--- src/design/apc_pkg.sv ---
// apc_pkg: register map, field positions, reset values, timing counts and
// the target state type shared by the amplifier power and clock control bank.
// assumes byte-wide registers behind a byte-addressed two-wire target.
package apc_pkg;

	localparam logic [7:0] PWR_OFS = 8'h00;
	localparam logic [7:0] SYS_OFS = 8'h01;
	localparam logic [7:0] REG_COUNT = 8'h02;
	localparam logic [7:0] REG_LAST = 8'h01;

	localparam logic [7:0] PWR_RST = 8'h05;
	localparam logic [7:0] SYS_RST = 8'h30;

	// power_reset_clock_ratio_control fields
	localparam int SRST_BIT = 7;
	localparam int NO_BCLK_BIT = 5;
	localparam int RATIO_LSB = 1;
	localparam int RATIO_MSB = 4;
	localparam int PD_BIT = 0;

	// system_power_edge_clock_control fields
	localparam int HPF_BIT = 7;
	localparam int AMP_LP_BIT = 6;
	localparam int DAC_LP_BIT = 5;
	localparam int APD_BIT = 4;
	localparam int EDGE_LSB = 2;
	localparam int EDGE_MSB = 3;
	localparam int AUTO_MASTER_CLOCK_SELECT_BIT = 1;
	localparam int ASR_BIT = 0;

	// seven-bit target address; device address byte is this value shifted up
	localparam logic [6:0] DEV_ADDR_DEF = 7'h38;

	localparam int ZERO_RUN_LEN = 2048;
	localparam logic [3:0] BYTE_BITS = 4'h8;

	typedef enum logic [3:0] {
		ST_IDLE,
		ST_ADDR,
		ST_ADDR_ACK,
		ST_SUB,
		ST_SUB_ACK,
		ST_WDATA,
		ST_WDATA_ACK,
		ST_RDATA,
		ST_RDATA_ACK
	} apc_state_t;

	// ratio code to multiple of the sample rate; zero flags a reserved code
	function automatic logic [9:0] ratio_of(input logic [3:0] code);
		logic [9:0] r;
		r = 10'h000;
		case (code)
			4'h0: r = 10'h040;
			4'h1: r = 10'h080;
			4'h2: r = 10'h100;
			4'h3: r = 10'h180;
			4'h4: r = 10'h200;
			4'h5: r = 10'h300;
			4'h6: r = 10'h064;
			4'h7: r = 10'h0c8;
			4'h8: r = 10'h190;
			default: r = 10'h000;
		endcase
		return r;
	endfunction

	// edge field to speed level: 0 normal, 1 slower, 2 slowest
	function automatic logic [1:0] edge_level(input logic [1:0] code);
		logic [1:0] l;
		l = 2'h0;
		case (code)
			2'h0: l = 2'h0;
			2'h1: l = 2'h1;
			2'h2: l = 2'h1;
			default: l = 2'h2;
		endcase
		return l;
	endfunction

endpackage

--- src/design/apc_line_edges.sv ---
// apc_line_edges: edge and start/stop detection on the two-wire bus lines.
// assumes scl and sda already synchronous to clock, idle high.
`timescale 1ns/100ps
module apc_line_edges (
	input wire logic clock,
	input wire logic nrst,
	input wire logic scl_in,
	input wire logic sda_in,
	output logic scl_rise,
	output logic scl_fall,
	output logic start_det,
	output logic stop_det
);
	logic scl_q, scl_d, sda_q, sda_d;

	always_comb begin
		scl_d = scl_in;
		sda_d = sda_in;
		scl_rise = ~scl_q & scl_in;
		scl_fall = scl_q & ~scl_in;
		start_det = scl_q & scl_in & sda_q & ~sda_in;
		stop_det = scl_q & scl_in & ~sda_q & sda_in;
	end

	always_ff @(posedge clock or negedge nrst) begin
		if (!nrst) begin
			scl_q <= 1'b1;
			sda_q <= 1'b1;
		end else begin
			scl_q <= scl_d;
			sda_q <= sda_d;
		end
	end
endmodule

--- src/design/apc_regs.sv ---
// apc_regs: two-wire target with the power/reset/clock-ratio and the
// system power/edge/clock control registers, and the control outputs they drive.
// assumes scl/sda sampled synchronously at a rate well above the bus clock;
// sda is open drain, pulled low while sda_oe is high.
//
// Function
// - writing one to the reset bit restores every register and block default
// - no-bit-clock bit selects master clock as bit timing, else the pin
// - ratio field decodes to 64..768, 100, 200, 400 times fs; others reserved
// - master power-down, set at reset, holds all but the bus interface low power
// - filter enable turns on the dc blocking high-pass filter
// - amplifier low-power bit selects return-to-zero class-d modulation
// - converter low-power bit, set at reset, runs the converter at half speed
// - auto power-down enters low power after 2048 consecutive zero samples
// - edge field gives normal, slower or slowest power-stage edges
// - auto master-clock bit uses the detected ratio instead of the field
// - auto sample-rate bit detects rate and ratio, else uses the rate field
// - subaddress advances by one after each written byte and each acknowledged read byte; reads hold at the top
// - nonexistent subaddress is not acknowledged and the target goes idle
`timescale 1ns/100ps
module apc_regs #(
	parameter logic [6:0] DEV_ADDR = apc_pkg::DEV_ADDR_DEF,
	parameter int SAMPLE_W = 24,
	parameter int ZERO_RUN = apc_pkg::ZERO_RUN_LEN
) (
	input wire logic clock,
	input wire logic nrst,
	input wire logic scl_in,
	input wire logic sda_in,
	output logic sda_out,
	output logic sda_oe,
	input wire logic mclk_in,
	input wire logic bclk_pin_in,
	input wire logic [3:0] detected_ratio_code,
	input wire logic [1:0] detected_rate_range,
	input wire logic [1:0] sample_rate_range_field,
	input wire logic sample_valid,
	input wire logic [SAMPLE_W-1:0] sample_data,
	output logic soft_reset_pulse,
	output logic serial_bit_clock,
	output logic master_power_down_bit,
	output logic low_power_state,
	output logic dc_block_filter_enable,
	output logic amplifier_low_power_bit,
	output logic converter_low_power_bit,
	output logic auto_power_down_enable,
	output logic [1:0] edge_speed,
	output logic auto_master_clock_select,
	output logic auto_sample_rate_bit,
	output logic [9:0] mclk_ratio,
	output logic ratio_reserved,
	output logic [1:0] effective_rate_range
);
	generate
		if (SAMPLE_W < 1 || ZERO_RUN < 1) begin : g_bad
			$error("apc_regs: bad parameters");
		end
	endgenerate

	logic scl_rise, scl_fall, start_det, stop_det;
	logic zero_idle;
	apc_line_edges u_edges (
		.clock(clock),
		.nrst(nrst),
		.scl_in(scl_in),
		.sda_in(sda_in),
		.scl_rise(scl_rise),
		.scl_fall(scl_fall),
		.start_det(start_det),
		.stop_det(stop_det)
	);
	apc_pkg::apc_state_t st_q, st_d;
	logic [3:0] cnt_q, cnt_d;
	logic [7:0] sh_q, sh_d;
	logic [7:0] tx_q, tx_d;
	logic [7:0] ptr_q, ptr_d;
	logic oe_q, oe_d;
	logic rw_q, rw_d;
	logic mack_q, mack_d;
	logic wr_en;
	logic [7:0] rd_ptr, rd_byte;
	logic [7:0] pwr_q, pwr_d, sys_q, sys_d;
	logic srst_q, srst_d;
	// pointer past the top reads the highest register
	function automatic logic [7:0] read_byte(input logic [7:0] p, input logic [7:0] pwr, input logic [7:0] sys);
		logic [7:0] v;
		v = sys;
		if (p == apc_pkg::PWR_OFS) begin
			v = pwr;
		end
		return v;
	endfunction
	always_comb begin
		st_d = st_q;
		cnt_d = cnt_q;
		sh_d = sh_q;
		tx_d = tx_q;
		ptr_d = ptr_q;
		oe_d = oe_q;
		rw_d = rw_q;
		mack_d = mack_q;
		wr_en = 1'b0;
		rd_ptr = ptr_q;
		rd_byte = 8'h00;
		if (stop_det) begin
			st_d = apc_pkg::ST_IDLE;
			oe_d = 1'b0;
		end else if (start_det) begin
			st_d = apc_pkg::ST_ADDR;
			cnt_d = 4'h0;
			oe_d = 1'b0;
		end else begin
			if (scl_rise) begin
				sh_d = {sh_q[6:0], sda_in};
				cnt_d = 4'(cnt_q + 4'h1);
				if (st_q == apc_pkg::ST_RDATA_ACK) begin
					mack_d = ~sda_in;
				end
			end
			if (scl_fall) begin
				case (st_q)
					apc_pkg::ST_ADDR: begin
						if (cnt_q == apc_pkg::BYTE_BITS) begin
							if (sh_q[7:1] == DEV_ADDR) begin
								st_d = apc_pkg::ST_ADDR_ACK;
								oe_d = 1'b1;
								rw_d = sh_q[0];
							end else begin
								st_d = apc_pkg::ST_IDLE;
							end
						end
					end
					apc_pkg::ST_ADDR_ACK: begin
						cnt_d = 4'h0;
						if (rw_q) begin
							rd_byte = read_byte(ptr_q, pwr_q, sys_q);
							tx_d = rd_byte;
							oe_d = ~rd_byte[7];
							st_d = apc_pkg::ST_RDATA;
						end else begin
							oe_d = 1'b0;
							st_d = apc_pkg::ST_SUB;
						end
					end
					apc_pkg::ST_SUB: begin
						if (cnt_q == apc_pkg::BYTE_BITS) begin
							if (sh_q < apc_pkg::REG_COUNT) begin
								ptr_d = sh_q;
								oe_d = 1'b1;
								st_d = apc_pkg::ST_SUB_ACK;
							end else begin
								st_d = apc_pkg::ST_IDLE;
							end
						end
					end
					apc_pkg::ST_SUB_ACK, apc_pkg::ST_WDATA_ACK: begin
						oe_d = 1'b0;
						cnt_d = 4'h0;
						st_d = apc_pkg::ST_WDATA;
					end
					apc_pkg::ST_WDATA: begin
						if (cnt_q == apc_pkg::BYTE_BITS) begin
							if (ptr_q < apc_pkg::REG_COUNT) begin
								wr_en = 1'b1;
								oe_d = 1'b1;
								ptr_d = 8'(ptr_q + 8'h01);
								st_d = apc_pkg::ST_WDATA_ACK;
							end else begin
								st_d = apc_pkg::ST_IDLE;
							end
						end
					end
					apc_pkg::ST_RDATA: begin
						if (cnt_q == apc_pkg::BYTE_BITS) begin
							oe_d = 1'b0;
							st_d = apc_pkg::ST_RDATA_ACK;
						end else begin
							oe_d = ~tx_q[3'(4'h7 - cnt_q)];
						end
					end
					apc_pkg::ST_RDATA_ACK: begin
						if (mack_q) begin
							// advance on read, hold at the top
							if (ptr_q < apc_pkg::REG_LAST) begin
								rd_ptr = 8'(ptr_q + 8'h01);
							end
							ptr_d = rd_ptr;
							rd_byte = read_byte(rd_ptr, pwr_q, sys_q);
							tx_d = rd_byte;
							oe_d = ~rd_byte[7];
							cnt_d = 4'h0;
							st_d = apc_pkg::ST_RDATA;
						end else begin
							oe_d = 1'b0;
							st_d = apc_pkg::ST_IDLE;
						end
					end
					default: begin
						oe_d = 1'b0;
						st_d = apc_pkg::ST_IDLE;
					end
				endcase
			end
		end
	end

	always_ff @(posedge clock or negedge nrst) begin
		if (!nrst) begin
			st_q <= apc_pkg::ST_IDLE;
			cnt_q <= 4'h0;
			sh_q <= 8'h00;
			tx_q <= 8'h00;
			ptr_q <= 8'h00;
			oe_q <= 1'b0;
			rw_q <= 1'b0;
			mack_q <= 1'b0;
		end else begin
			st_q <= st_d;
			cnt_q <= cnt_d;
			sh_q <= sh_d;
			tx_q <= tx_d;
			ptr_q <= ptr_d;
			oe_q <= oe_d;
			rw_q <= rw_d;
			mack_q <= mack_d;
		end
	end
	always_comb begin
		pwr_d = pwr_q;
		sys_d = sys_q;
		srst_d = 1'b0;
		if (wr_en && ptr_q == apc_pkg::PWR_OFS && sh_q[apc_pkg::SRST_BIT]) begin
			pwr_d = apc_pkg::PWR_RST;
			sys_d = apc_pkg::SYS_RST;
			srst_d = 1'b1;
		end else if (wr_en && ptr_q == apc_pkg::PWR_OFS) begin
			pwr_d = sh_q;
			pwr_d[apc_pkg::SRST_BIT] = 1'b0;
		end else if (wr_en && ptr_q == apc_pkg::SYS_OFS) begin
			sys_d = sh_q;
		end
	end

	always_ff @(posedge clock or negedge nrst) begin
		if (!nrst) begin
			pwr_q <= apc_pkg::PWR_RST;
			sys_q <= apc_pkg::SYS_RST;
			srst_q <= 1'b0;
		end else begin
			pwr_q <= pwr_d;
			sys_q <= sys_d;
			srst_q <= srst_d;
		end
	end
	apc_zero_run #(
		.SAMPLE_W(SAMPLE_W),
		.RUN_LEN(ZERO_RUN)
	) u_zero (
		.clock(clock),
		.nrst(nrst),
		.enable(sys_q[apc_pkg::APD_BIT]),
		.clear(srst_q),
		.sample_valid(sample_valid),
		.sample_data(sample_data),
		.idle(zero_idle)
	);
	logic bitclk_q, bitclk_d;
	logic lps_q, lps_d;
	logic [1:0] edge_q, edge_d;
	logic [9:0] ratio_q, ratio_d;
	logic rres_q, rres_d;
	logic [1:0] rate_q, rate_d;
	logic [3:0] ratio_code;
	logic auto_ratio;

	always_comb begin
		bitclk_d = pwr_q[apc_pkg::NO_BCLK_BIT] ? mclk_in : bclk_pin_in;
		lps_d = pwr_q[apc_pkg::PD_BIT] | zero_idle;
		edge_d = apc_pkg::edge_level(sys_q[apc_pkg::EDGE_MSB:apc_pkg::EDGE_LSB]);
		auto_ratio = sys_q[apc_pkg::AUTO_MASTER_CLOCK_SELECT_BIT] | sys_q[apc_pkg::ASR_BIT];
		ratio_code = auto_ratio ? detected_ratio_code : pwr_q[apc_pkg::RATIO_MSB:apc_pkg::RATIO_LSB];
		ratio_d = apc_pkg::ratio_of(ratio_code);
		rres_d = (ratio_d == 10'h000);
		rate_d = sys_q[apc_pkg::ASR_BIT] ? detected_rate_range : sample_rate_range_field;
	end

	always_ff @(posedge clock or negedge nrst) begin
		if (!nrst) begin
			bitclk_q <= 1'b0;
			lps_q <= 1'b1;
			edge_q <= 2'h0;
			ratio_q <= 10'h000;
			rres_q <= 1'b0;
			rate_q <= 2'h0;
		end else begin
			bitclk_q <= bitclk_d;
			lps_q <= lps_d;
			edge_q <= edge_d;
			ratio_q <= ratio_d;
			rres_q <= rres_d;
			rate_q <= rate_d;
		end
	end
	assign sda_out = 1'b0;
	assign sda_oe = oe_q;
	assign soft_reset_pulse = srst_q;
	assign serial_bit_clock = bitclk_q;
	assign master_power_down_bit = pwr_q[apc_pkg::PD_BIT];
	assign low_power_state = lps_q;
	assign dc_block_filter_enable = sys_q[apc_pkg::HPF_BIT];
	assign amplifier_low_power_bit = sys_q[apc_pkg::AMP_LP_BIT];
	assign converter_low_power_bit = sys_q[apc_pkg::DAC_LP_BIT];
	assign auto_power_down_enable = sys_q[apc_pkg::APD_BIT];
	assign edge_speed = edge_q;
	assign auto_master_clock_select = sys_q[apc_pkg::AUTO_MASTER_CLOCK_SELECT_BIT];
	assign auto_sample_rate_bit = sys_q[apc_pkg::ASR_BIT];
	assign mclk_ratio = ratio_q;
	assign ratio_reserved = rres_q;
	assign effective_rate_range = rate_q;
endmodule

--- src/design/apc_zero_run.sv ---
// apc_zero_run: counts consecutive all-zero input samples and flags idle.
// assumes sample_valid is a one-cycle strobe per received sample.
`timescale 1ns/100ps
module apc_zero_run #(
	parameter int SAMPLE_W = 24,
	parameter int RUN_LEN = apc_pkg::ZERO_RUN_LEN
) (
	input wire logic clock,
	input wire logic nrst,
	input wire logic enable,
	input wire logic clear,
	input wire logic sample_valid,
	input wire logic [SAMPLE_W-1:0] sample_data,
	output logic idle
);
	localparam int CW = $clog2(RUN_LEN + 1);
	localparam logic [CW-1:0] RUN_TOP = CW'(RUN_LEN);

	generate
		if (SAMPLE_W < 1 || RUN_LEN < 1) begin : g_bad
			$error("apc_zero_run: bad parameters");
		end
	endgenerate

	logic [CW-1:0] cnt_q, cnt_d;
	logic idle_q, idle_d;

	always_comb begin
		cnt_d = cnt_q;
		if (clear || !enable) begin
			cnt_d = '0;
		end else if (sample_valid) begin
			if (sample_data == '0) begin
				if (cnt_q != RUN_TOP) begin
					cnt_d = CW'(cnt_q + 1'b1);
				end
			end else begin
				cnt_d = '0;
			end
		end
		idle_d = (cnt_d == RUN_TOP);
	end

	always_ff @(posedge clock or negedge nrst) begin
		if (!nrst) begin
			cnt_q <= '0;
			idle_q <= 1'b0;
		end else begin
			cnt_q <= cnt_d;
			idle_q <= idle_d;
		end
	end

	assign idle = idle_q;
endmodule

--- config.mk ---
export PLATFORM = sky130hd
export DESIGN_NAME = apc_regs
export DESIGN_NICKNAME = d
export VERILOG_FILES = /design/src/design/apc_pkg.sv /design/src/design/apc_line_edges.sv /design/src/design/apc_regs.sv /design/src/design/apc_zero_run.sv
export SDC_FILE = /design/constraint.sdc
export NUM_CORES = 1
export LEC_CHECK = 0
export BUFFER_PORTS_ARGS = -buffer_cell sky130_fd_sc_hd__clkbuf_2
export CAP_MARGIN = 10
export CORE_MARGIN = 5
export CORE_UTILIZATION = 55
export DETAILED_ROUTE_END_ITERATION = 8
export HOLD_SLACK_MARGIN = 0.03
export PLACE_DENSITY_LB_ADDON = 0.15
export SYNTH_ARGS = -nofsm -noshare
export SYNTH_HDL_FRONTEND = slang
export SYNTH_SLANG_ARGS = --single-unit
--- constraint.sdc ---
create_clock -name clock -period 3.05 [get_ports clock]
set_input_delay 0.61 -clock clock [delete_from_list [all_inputs] [get_ports clock]]
set_output_delay 0.61 -clock clock [all_outputs]
set_load 0.01 [all_outputs]
-- Word-level counts from Yosys, hierarchy flattened
Memory sizes are Yosys's and may differ from the RTL's.
Index checks and enable logic that the tools add are counted.
- add/subtract/negate cells: 4
- $lt $le $gt $ge: 4
- equality and inequality tests: 29
- multiplexer cells: 80
- bitwise logic cells: 18
- reduce and logical (&&, ||, !) cells: 26
- operators with widths (kind ; number):
    two-way mux 8 bit ; 30
    two-way mux 12 bit ; 4
    two-way mux 4 bit ; 12
    inequality test 4 bit, second input constant ; 7
    one-hot mux 4 bit (7 select lines) ; 1
    logical NOT 24 bit ; 1
    one-hot mux 8 bit (3 select lines) ; 1
    two-way mux 1 bit ; 21
    == test 4 x 3 -> 1 bit, second input constant ; 4
    logical NOT 8 bit ; 2
    less-than comparator 8 x 2 -> 1 bit, second input constant ; 2
    one-hot mux 8 bit (2 select lines) ; 1
    adder 12 x 1 -> 12 bit, second input constant ; 1
    == test 12 bit, second input constant ; 1
    two-way mux 3 bit ; 4
    inequality test 12 bit, second input constant ; 1
    inequality test 2 bit, second input constant ; 6
    AND reduction 6 bit ; 2
    logical NOT 10 bit ; 1
    inverter 1 bit ; 9
    AND reduction 9 bit ; 1
    adder 8 x 1 -> 8 bit, second input constant ; 1
    == test 4 x 2 -> 1 bit, second input constant ; 2
    == test 4 bit, second input constant ; 2
    30 further kinds ; 44
- register bits after elaboration: 84
- memory bits (read-only): 128
- logic and storage cells: 183
- memories: 1
- memories (name ; depth ; bits a word ; read ports ; clocked after Yosys merged registers in ; write ports ; RTL line ; text):
    (no name shown) ; 16 ; 8 ; 1 ; 0 ; 0 ; apc_pkg.sv:53 ; case (code)

-- Logic depth before layout (Yosys ltp)
Gate-level depths: netlist of the first run.
- depth after elaboration: 20
- gate-level depth with buffers: 9

-- By module
Synthesis of the first run repeated with hierarchy kept, for this count alone.
- cell total of the unflattened synthesis: 445
- area, all modules: 4428.0 sq um
- by module, submodules not included (module ; times used ; cells an instance ; area each (sq um)):
    apc_regs ; 1 ; 337 ; 3449.6
    apc_zero_run ; 1 ; 102 ; 890.9
    apc_line_edges ; 1 ; 6 ; 87.6

-- Worst setup path after synthesis of the first run
Ideal clock, no wire load.
- path type: reg-to-reg
- start point: register cnt_q[0]
- end point: register ptr_q[0]
- library setup time: 119 ps
- arrival: 1990 ps
- data required time: 2931 ps
- path slack: 941 ps
- cell stages (with the launch flop): 9
- buffers on the path: 0
- cells stage by stage: dfrtp_1 > inv_1 > ha_1 > nand3b_1 > or3_4 > a2111o_1 > a21o_1 > a21oi_1 > nand2_1
- longest elaborated chain between the ends: 3
- elaborated cells on any way between the ends: 4
- ends and longest elaborated chain (what ; RTL line ; text):
    start, declared ; apc_regs.sv:73 ; logic [3:0] cnt_q, cnt_d;
    start signal, assigned ; apc_regs.sv:219 ; cnt_q <= cnt_d;
    == test 4 bit * ; apc_regs.sv:146, apc_regs.sv:162 ;
    inequality test 2 bit (no source line) ; -- ;
    AND reduction 9 bit (no source line) * ; -- ;
    end signal, assigned ; apc_regs.sv:222 ; ptr_q <= ptr_d;
    end, declared ; apc_regs.sv:76 ; logic [7:0] ptr_q, ptr_d;
Every way passes the cells marked *; elsewhere a longest branch is shown, timed or not.
A chain may end at the register's enable or synchronous reset.

-- Worst setup path in the final report of the first run
- start point: register ptr_q[6]
- end point: register sys_q[7]
- longest elaborated chain between the ends: 11
- elaborated cells on any way between the ends: 16
- ends and longest elaborated chain (what ; RTL line ; text):
    less-than comparator 8 x 2 -> 1 bit ; apc_regs.sv:163 ; if (ptr_q < apc_pkg::REG_COUNT) begin
    two-way mux 1 bit ; apc_regs.sv:163 ;
    two-way mux 1 bit ; apc_regs.sv:162 ; if (cnt_q == apc_pkg::BYTE_BITS) begin
    two-way mux 1 bit ; apc_regs.sv:121 ; case (st_q)
    two-way mux 1 bit ; apc_regs.sv:120 ; if (scl_fall) begin
    two-way mux 1 bit ; apc_regs.sv:108 ; end else if (start_det) begin
    two-way mux 1 bit ; apc_regs.sv:105 ; if (stop_det) begin
    logical AND 1 bit ; apc_regs.sv:232, apc_regs.sv:236 ;
    logical AND 1 bit ; apc_regs.sv:232 ; if (wr_en && ptr_q == apc_pkg::PWR_OFS && sh_q[apc_pkg::SRST_BIT]) begin
    inequality test 2 x 1 -> 1 bit (no source line) / nonzero test 2 bit (equally long branches) ; -- ;
    AND reduction 2 bit (no source line) ; -- ;
    end signal, assigned ; apc_regs.sv:247 ; sys_q <= apc_pkg::SYS_RST;
    end signal, assigned ; apc_regs.sv:251 ; sys_q <= sys_d;
    end, declared ; apc_regs.sv:82 ; logic [7:0] pwr_q, pwr_d, sys_q, sys_d;
Parallel ways exist; a longest one is shown, timed or not.

==> run summary, run 1 <==
final hold vios: 0
mapped cell area: 0.004258 mm^2
Root Buffer: clkbuf_8
CTS resizes: 0
I/O Pins: 66
Max Fclk: 421.2 MHz
asr flop ratio synth: 1.000
Period Utilization, post-route: 0.7785
synthesis-to-finish area growth: 13.84%
Clock Latency Late Sink: 0.36 ns
clk sinks: 80
initial antenna violation count: 0
Critical Path RT: 3.27 ns
placed cell count: 577
worst reg2reg setup slack: 0.68 ns
die height: 97.99 um
R2R cell count: 6
critical path fanouts, max: 16
DR WL/cell: 15.81 um
initial drt markers: 166
Hold Path Class: in2reg
cell taking the most area after synthesis: dfrtp_1
Netlist cell types: 59
synth warn: 0
non-filler cells in the finished layout: 593
Hold Slack: 0.3922 ns
clk buf depth: 2
Post-route DRC: 0
DR vias/cell: 5.788
Psw: 0.0006577 W
crit start category: register
dominant synthesized flop cell: dfrtp_1
Total Wirelength: 9374 um
actual slew at the worst max-slew pin: 1.030 ns
first drt pass iteration count: 5
Setup crit start: ptr_q[6]
power per cell area: 491.0 mW/mm^2
number of synthesized flops with an enable pin: 0
Slew headroom: 0.2956
synth cell count leaders: 73 x dfrtp_1, 43 x nor2_1, 39 x nand2_1, 25 x o21ai_0
Sequential Power Share: 0.515
top post-synthesis cells by area: dfrtp_1 43%, mux2i_1 4.5%, dfstp_2 4.3%
Starting Density: 0.5568
vias in the first global route: 3269
GPL Wtd Cong: 0.8656
Post-DRT Antenna Nets: 0
combinational power share: 0.106
Slew Viols, Final: 0
status: complete, no violations
ant diodes: 0
Chip Width: 97.99 um
most numerous cell in the Yosys netlist: dfrtp_1
vias: 3432
maximum VDD drop: 0.3197 mV
Rows: 32
final core utilization: 0.6338
total power: 0.002380 W
Layout Nets: 533
P_int: 0.001722 W
clk slew on worst S/H paths: 0.09 ns
P_leak: 2.291 nW
first-pass GRT wire length: 15590 um
# H-tree levels: 3
flops & latches, synth: 80
Seq/Total Area, Yosys: 0.4722
skew final: 0.01048 ns
Worst Setup EP: sys_q[7]
RSZ-0062 raised after global routing: no
CTS tree: yes
share of layout cells above drive strength 1: 0.2403
Total GRT Usage: 0.2006
Placeable Area: 0.007647 mm^2
final setup fails: 0
switching fraction of total power: 0.2763
die footprint: 0.009601 mm^2
Crit. End Element: register
Synth Instances: 430
reg2reg start: ptr_q[6]
Synth Area per Inst: 9.902 um^2
Crit path arrival time: 2.60 ns
pin count of the biggest net entering global routing: 81
Sum Neg Setup Slack: 0 ns
Post-CTS Hold Buffers: 0
total gr overflow: 0
Crit Path Class: reg2reg
placed wire-length estimate: 6903 um
top cell type's share of synthesized area: 0.4290
Buffers on Ports: 62
max cap viols: 0
Clock Power Share: 0.379
R2R Path End: sys_q[7]
cts bufs inserted: 9
postcts setup bufs: 0
fin crit period: 2.374 ns
worst min-delay path by stage:
stage | start | to | slack (ns) | cells past startpoint
5_1_grt | scl_in | u_edges.scl_q | 0.38 | 1
3_5_place_dp | u_zero.idle | low_power_state | 0.42 | 1
2_1_floorplan | nrst | cnt_q[0] | 0.31 | 0
6_report | scl_in | u_edges.scl_q | 0.39 | 1
3_3_place_gp | u_zero.idle | low_power_state | 0.41 | 1
4_1_cts | scl_in | u_edges.scl_q | 0.38 | 1
stage by stage:
| step | area [um^2] | setup WS [ns] |
|---|---|---|
| floorplan | 4265 | 0.9412 |
| global placement | 4617 | 0.7005 |
| detailed placement | 4617 | 0.6354 |
| CTS | 4847 | 0.6641 |
| global route | 4847 | 0.3625 |
| finish | 4847 | 0.6757 |
critical path, cell delays in order (launching register included):
cell	delay, ns
dfrtp_1	0.40
nor4_1	0.54
nand2_1	0.28
nor4_2	0.23
nand2_1	0.34
nor2_2	0.33
o22ai_1	0.11
placed cells by master, fill, tap and decap left out, types with 4 or more instances in the layout:
master and count:
a21o_1 6, a22oi_1 5, buf_4 4, clkbuf_8 9, nor4_1 12, inv_1 15
nor3b_1 5, ha_1 8, nand3_1 13, xor2_1 5, nor2b_1 8, nand3b_1 5
nand2_1 39, inv_6 4, dfrtp_1 73, nor3_1 10, o31ai_1 5, nand4_1 5
o21ai_0 25, xnor2_1 7, dfstp_2 7, a21oi_1 19, clkbuf_2 61, mux2i_1 19
nor2_1 43, o22ai_1 4, mux2_2 16, a31oi_1 6
sequential cells by signal, summed over array words and instances (netlist names):
name and flops:
ratio_reserved 1, effective_rate_range 2, u_edges.sda_q 1, ptr_q 8, soft_reset_pulse 1, edge_speed 2
serial_bit_clock 1, sda_oe 1, sh_q 8, st_q 4, mclk_ratio 7, u_zero.idle 1
tx_q 8, u_zero.cnt_q 12, sys_q 8, low_power_state 1, pwr_q 7, u_edges.scl_q 1
mack_q 1, rw_q 1, cnt_q 4
routing by layer:
metal,part of all wire,routed length [um],global-route usage,vias up
met2,0.48,4494,0.3288,119
met3,0.065,606,0.05429,22
li1,-,-,-,1656
met5,0,0,0,-
met4,0.023,212,0.08094,0
met1,0.43,4060,0.2522,1635
cell type report:
class | instances | area (um^2)
Tap cell | 102 | 127.6
Timing Repair Buffer | 65 | 335.3
Clock inverter | 7 | 106.4
Multi-Input combinational cell | 315 | 2087
Sequential cell | 80 | 2011
Clock buffer | 9 | 123.9
Inverter | 15 | 56.30
Fill cell | 656 | 2800
power by group through the flow:
stage               Combinational [W]  Sequential [W]  Clock [W]
floorplan                    0.000170         0.00121          0
detailed placement           0.000251         0.00125          0
CTS                          0.000254         0.00123   0.000922
finish                       0.000252         0.00123   0.000903
global route                 0.000279         0.00124   0.000973
global placement             0.000243         0.00124          0
kinds of logic (layout without fill, tap and decap cells):
kind of cell               count (synthesis)  after routing  synth area share
DFF                                       80             80            0.4722
adders and majority gates                  8              8           0.02351
and+or+nand+nor                          167            167            0.2045
other                                      1              3         0.0008807
buffers and inverters                     37             96           0.04084
xor gates and xnor gates                  12             12           0.02468
AOI/OAI and AO/OA                         88             88            0.1358
muxes                                     37             37           0.09756
Note: power is estimated with default switching activity, not from simulation.
==> inputs of run 2 (changes only) <==
==> constraint.sdc (replaced) <==
create_clock -name clock -period 2.2 [get_ports clock]
set_input_delay 0.44 -clock clock [delete_from_list [all_inputs] [get_ports clock]]
set_output_delay 0.44 -clock clock [all_outputs]
set_load 0.01 [all_outputs]
==> run 2 against run 1 <==
  * Die area did not move
  * Clock-buffer cell count rose by 1
  * Global-route usage barely moved
  * Final area rose by 5.0%
  * Sequential power rose by 33%
  * Fmax rose by 15%
  * First-iteration DRC count fell by 14%
  * Clock power rose by 20%
  * Wire length fell by 0.26%
  * Cell count rose by 5.1%
  * Combinational power rose by 90%
  * Register-to-register slack got worse by 0.54 ns
  * Critical path type unchanged
==> run summary, run 2 (synthesized netlist as in run 1, its figures left out) <==
I/O Pins: 66 (unchanged)
Period Utilization, post-route: 0.9381 (+0.1596)
Clock Power Share: 0.337 (-0.042)
Chip Width: 97.99 um (unchanged)
Psw: 0.0008821 W (+34%)
GPL Wtd Cong: 0.8899 (+2.8%)
Crit Path Class: reg2reg
Max Fclk: 484.5 MHz (+15%)
Crit path arrival time: 2.30 ns (-0.30 ns)
fillcell total: 653 (-0.46%)
vias: 3535 (+3.0%)
Clock Latency Late Sink: 0.35 ns (about the same)
crit start category: register
Hold Path Class: in2async
share of layout cells above drive strength 1: 0.2937 (+0.05334)
final hold vios: 0 (unchanged)
die footprint: 0.009601 mm^2 (unchanged)
Post-route DRC: 0 (unchanged)
max cap viols: 0 (unchanged)
Total GRT Usage: 0.2004 (about the same)
Root Buffer: clkbuf_8
final setup fails: 0 (unchanged)
Starting Density: 0.5568 (unchanged)
maximum VDD drop: 0.3030 mV (-5.2%)
RSZ-0062 raised after global routing: yes
clk sinks: 80 (unchanged)
Crit. End Element: register
Largest register FFs: 12 (unchanged)
P_int: 0.002324 W (+35%)
DR vias/cell: 5.674 (-2.0%)
fin worst setup slack: 0.1362 ns (-0.5395 ns)
total gr overflow: 0 (unchanged)
Slew headroom: 0.6056 (+0.3100)
Buffers on Ports: 62 (unchanged)
Layout Nets: 563 (+5.6%)
switching fraction of total power: 0.2752 (-0.001175)
initial antenna violation count: 0 (unchanged)
dpl ws: 0.06356 ns (-0.5719 ns)
placed wire-length estimate: 7085 um (+2.6%)
first drt pass iteration count: 4 (-1)
Slew Viols, Final: 0 (unchanged)
DR WL/cell: 15.01 um (-5.1%)
actual slew at the worst max-slew pin: 0.5916 ns (-0.4383 ns)
most frequent cells in the layout: 73 x dfrtp_1, 61 x clkbuf_2, 43 x nor2_1
skew final: 0.01087 ns (+0.0003966 ns)
initial drt markers: 142 (-14%)
postcts setup bufs: 0 (unchanged)
# H-tree levels: 3 (unchanged)
vias in the first global route: 3452 (+5.6%)
non-filler cells in the finished layout: 623 (+5.1%)
power per cell area: 630.2 mW/mm^2 (+28%)
worst reg2reg setup slack: 0.14 ns (-0.54 ns)
Total Wirelength: 9350 um (-0.26%)
fin crit period: 2.064 ns (-0.3105 ns)
combinational power share: 0.150 (+0.044)
first-pass GRT wire length: 16020 um (+2.8%)
Rows: 32 (unchanged)
Post-DRT Antenna Nets: 0 (unchanged)
critical path fanouts, max: 6 (-10)
Biggest register: u_zero.cnt_q
synthesis-to-finish area growth: 19.48%
cts bufs inserted: 9 (unchanged)
pin count of the biggest net entering global routing: 46 (-43%)
Placeable Area: 0.007647 mm^2 (unchanged)
P_leak: 2.425 nW (+5.8%)
die height: 97.99 um (unchanged)
status: complete, no violations
Sequential Power Share: 0.513 (-0.002)
placed cell count: 607 (+5.2%)
ant diodes: 0 (unchanged)
Critical Path RT: 2.44 ns (-0.83 ns)
commonest non-fill, non-tap cell in the layout: dfrtp_1
CTS tree: yes
clk buf depth: 2 (unchanged)
final core utilization: 0.6652 (+0.03141)
clk slew on worst S/H paths: 0.08 ns (about the same)
==> run 2: cell types whose count changed in the layout (fill, tap and decap cells not counted), moves of 2 or more <==
cell,delta
inv_6,-3
clkinv_4,+2
buf_12,+2
buf_4,+28
inv_1,-2
inv_2,+2
==> run 2: final timing paths <==
kind	to	from	cells past startpoint
setup / recovery	ptr_q[0]	cnt_q[0]	8
hold / removal	u_zero.cnt_q[7]	nrst	1
setup reg to reg	ptr_q[0]	cnt_q[0]	8
hold reg to reg	low_power_state	u_zero.idle	1
max in group asynchronous	u_edges.sda_q	nrst	2
min in group clock	u_edges.scl_q	scl_in	1
==> run 2: final cells by class <==
cell class                      count  area, um^2  share of cell area
Clock buffer                       10       127.6             0.02509
Clock inverter                      6       68.82             0.01353
Inverter                           15       56.30             0.01107
Multi-Input combinational cell    315        2111              0.4149
Sequential cell                    80        2011              0.3952
Tap cell                          102       127.6             0.02509
Timing Repair Buffer               95       585.6              0.1151
==> run 2: critical path, stage by stage (launching register included) <==
cell and delay, ns:
dfrtp_1 0.40, inv_2 0.06, ha_2 0.17, nand3b_1 0.11, or3_4 0.40, a2111o_1 0.45
a21o_1 0.19, a21oi_1 0.11, nand2_1 0.06
==> run 2: per-stage QoR <==
step | setup TNS (ns) | power (W) | cell area, um^2 | hold slack (ns)
4_1_cts | 0 | 0.003234 | 5064 | 0.1131
5_1_grt | -0.001831 | 0.003381 | 5087 | 0.1396
3_3_place_gp | 0 | 0.002138 | 4867 | 0.4170
2_1_floorplan | 0 | 0.001911 | 4265 | 0.1444
6_report | 0 | 0.003206 | 5087 | 0.07785
3_5_place_dp | 0 | 0.002153 | 4867 | 0.4349
==> run 2: repair_timing <==
item                       in CTS  in global routing
setup endpoints to repair       0                  6
resized for setup               0                  8
hold buffers                    0                  0
==> run 2: power by group through the flow <==
stage | clock (W) | sequential, W | combinational, W
after floorplan | 0 | 0.00167 | 0.000236
after global placement | 0 | 0.00167 | 0.000471
after detailed placement | 0 | 0.00167 | 0.000482
after CTS | 0.00111 | 0.00164 | 0.000483
after global routing | 0.00119 | 0.00166 | 0.000533
final | 0.00108 | 0.00164 | 0.000480
==> run 2: metal layers <==
metal  vias to the layer above  global-route usage  wire length [um]
li1                       1716                   -                 -
met1                      1694              0.2624              4139
met2                       104              0.3277              4449
met3                        21             0.04357               578
met4                         0             0.07455               183
met5                         -                   0                 0
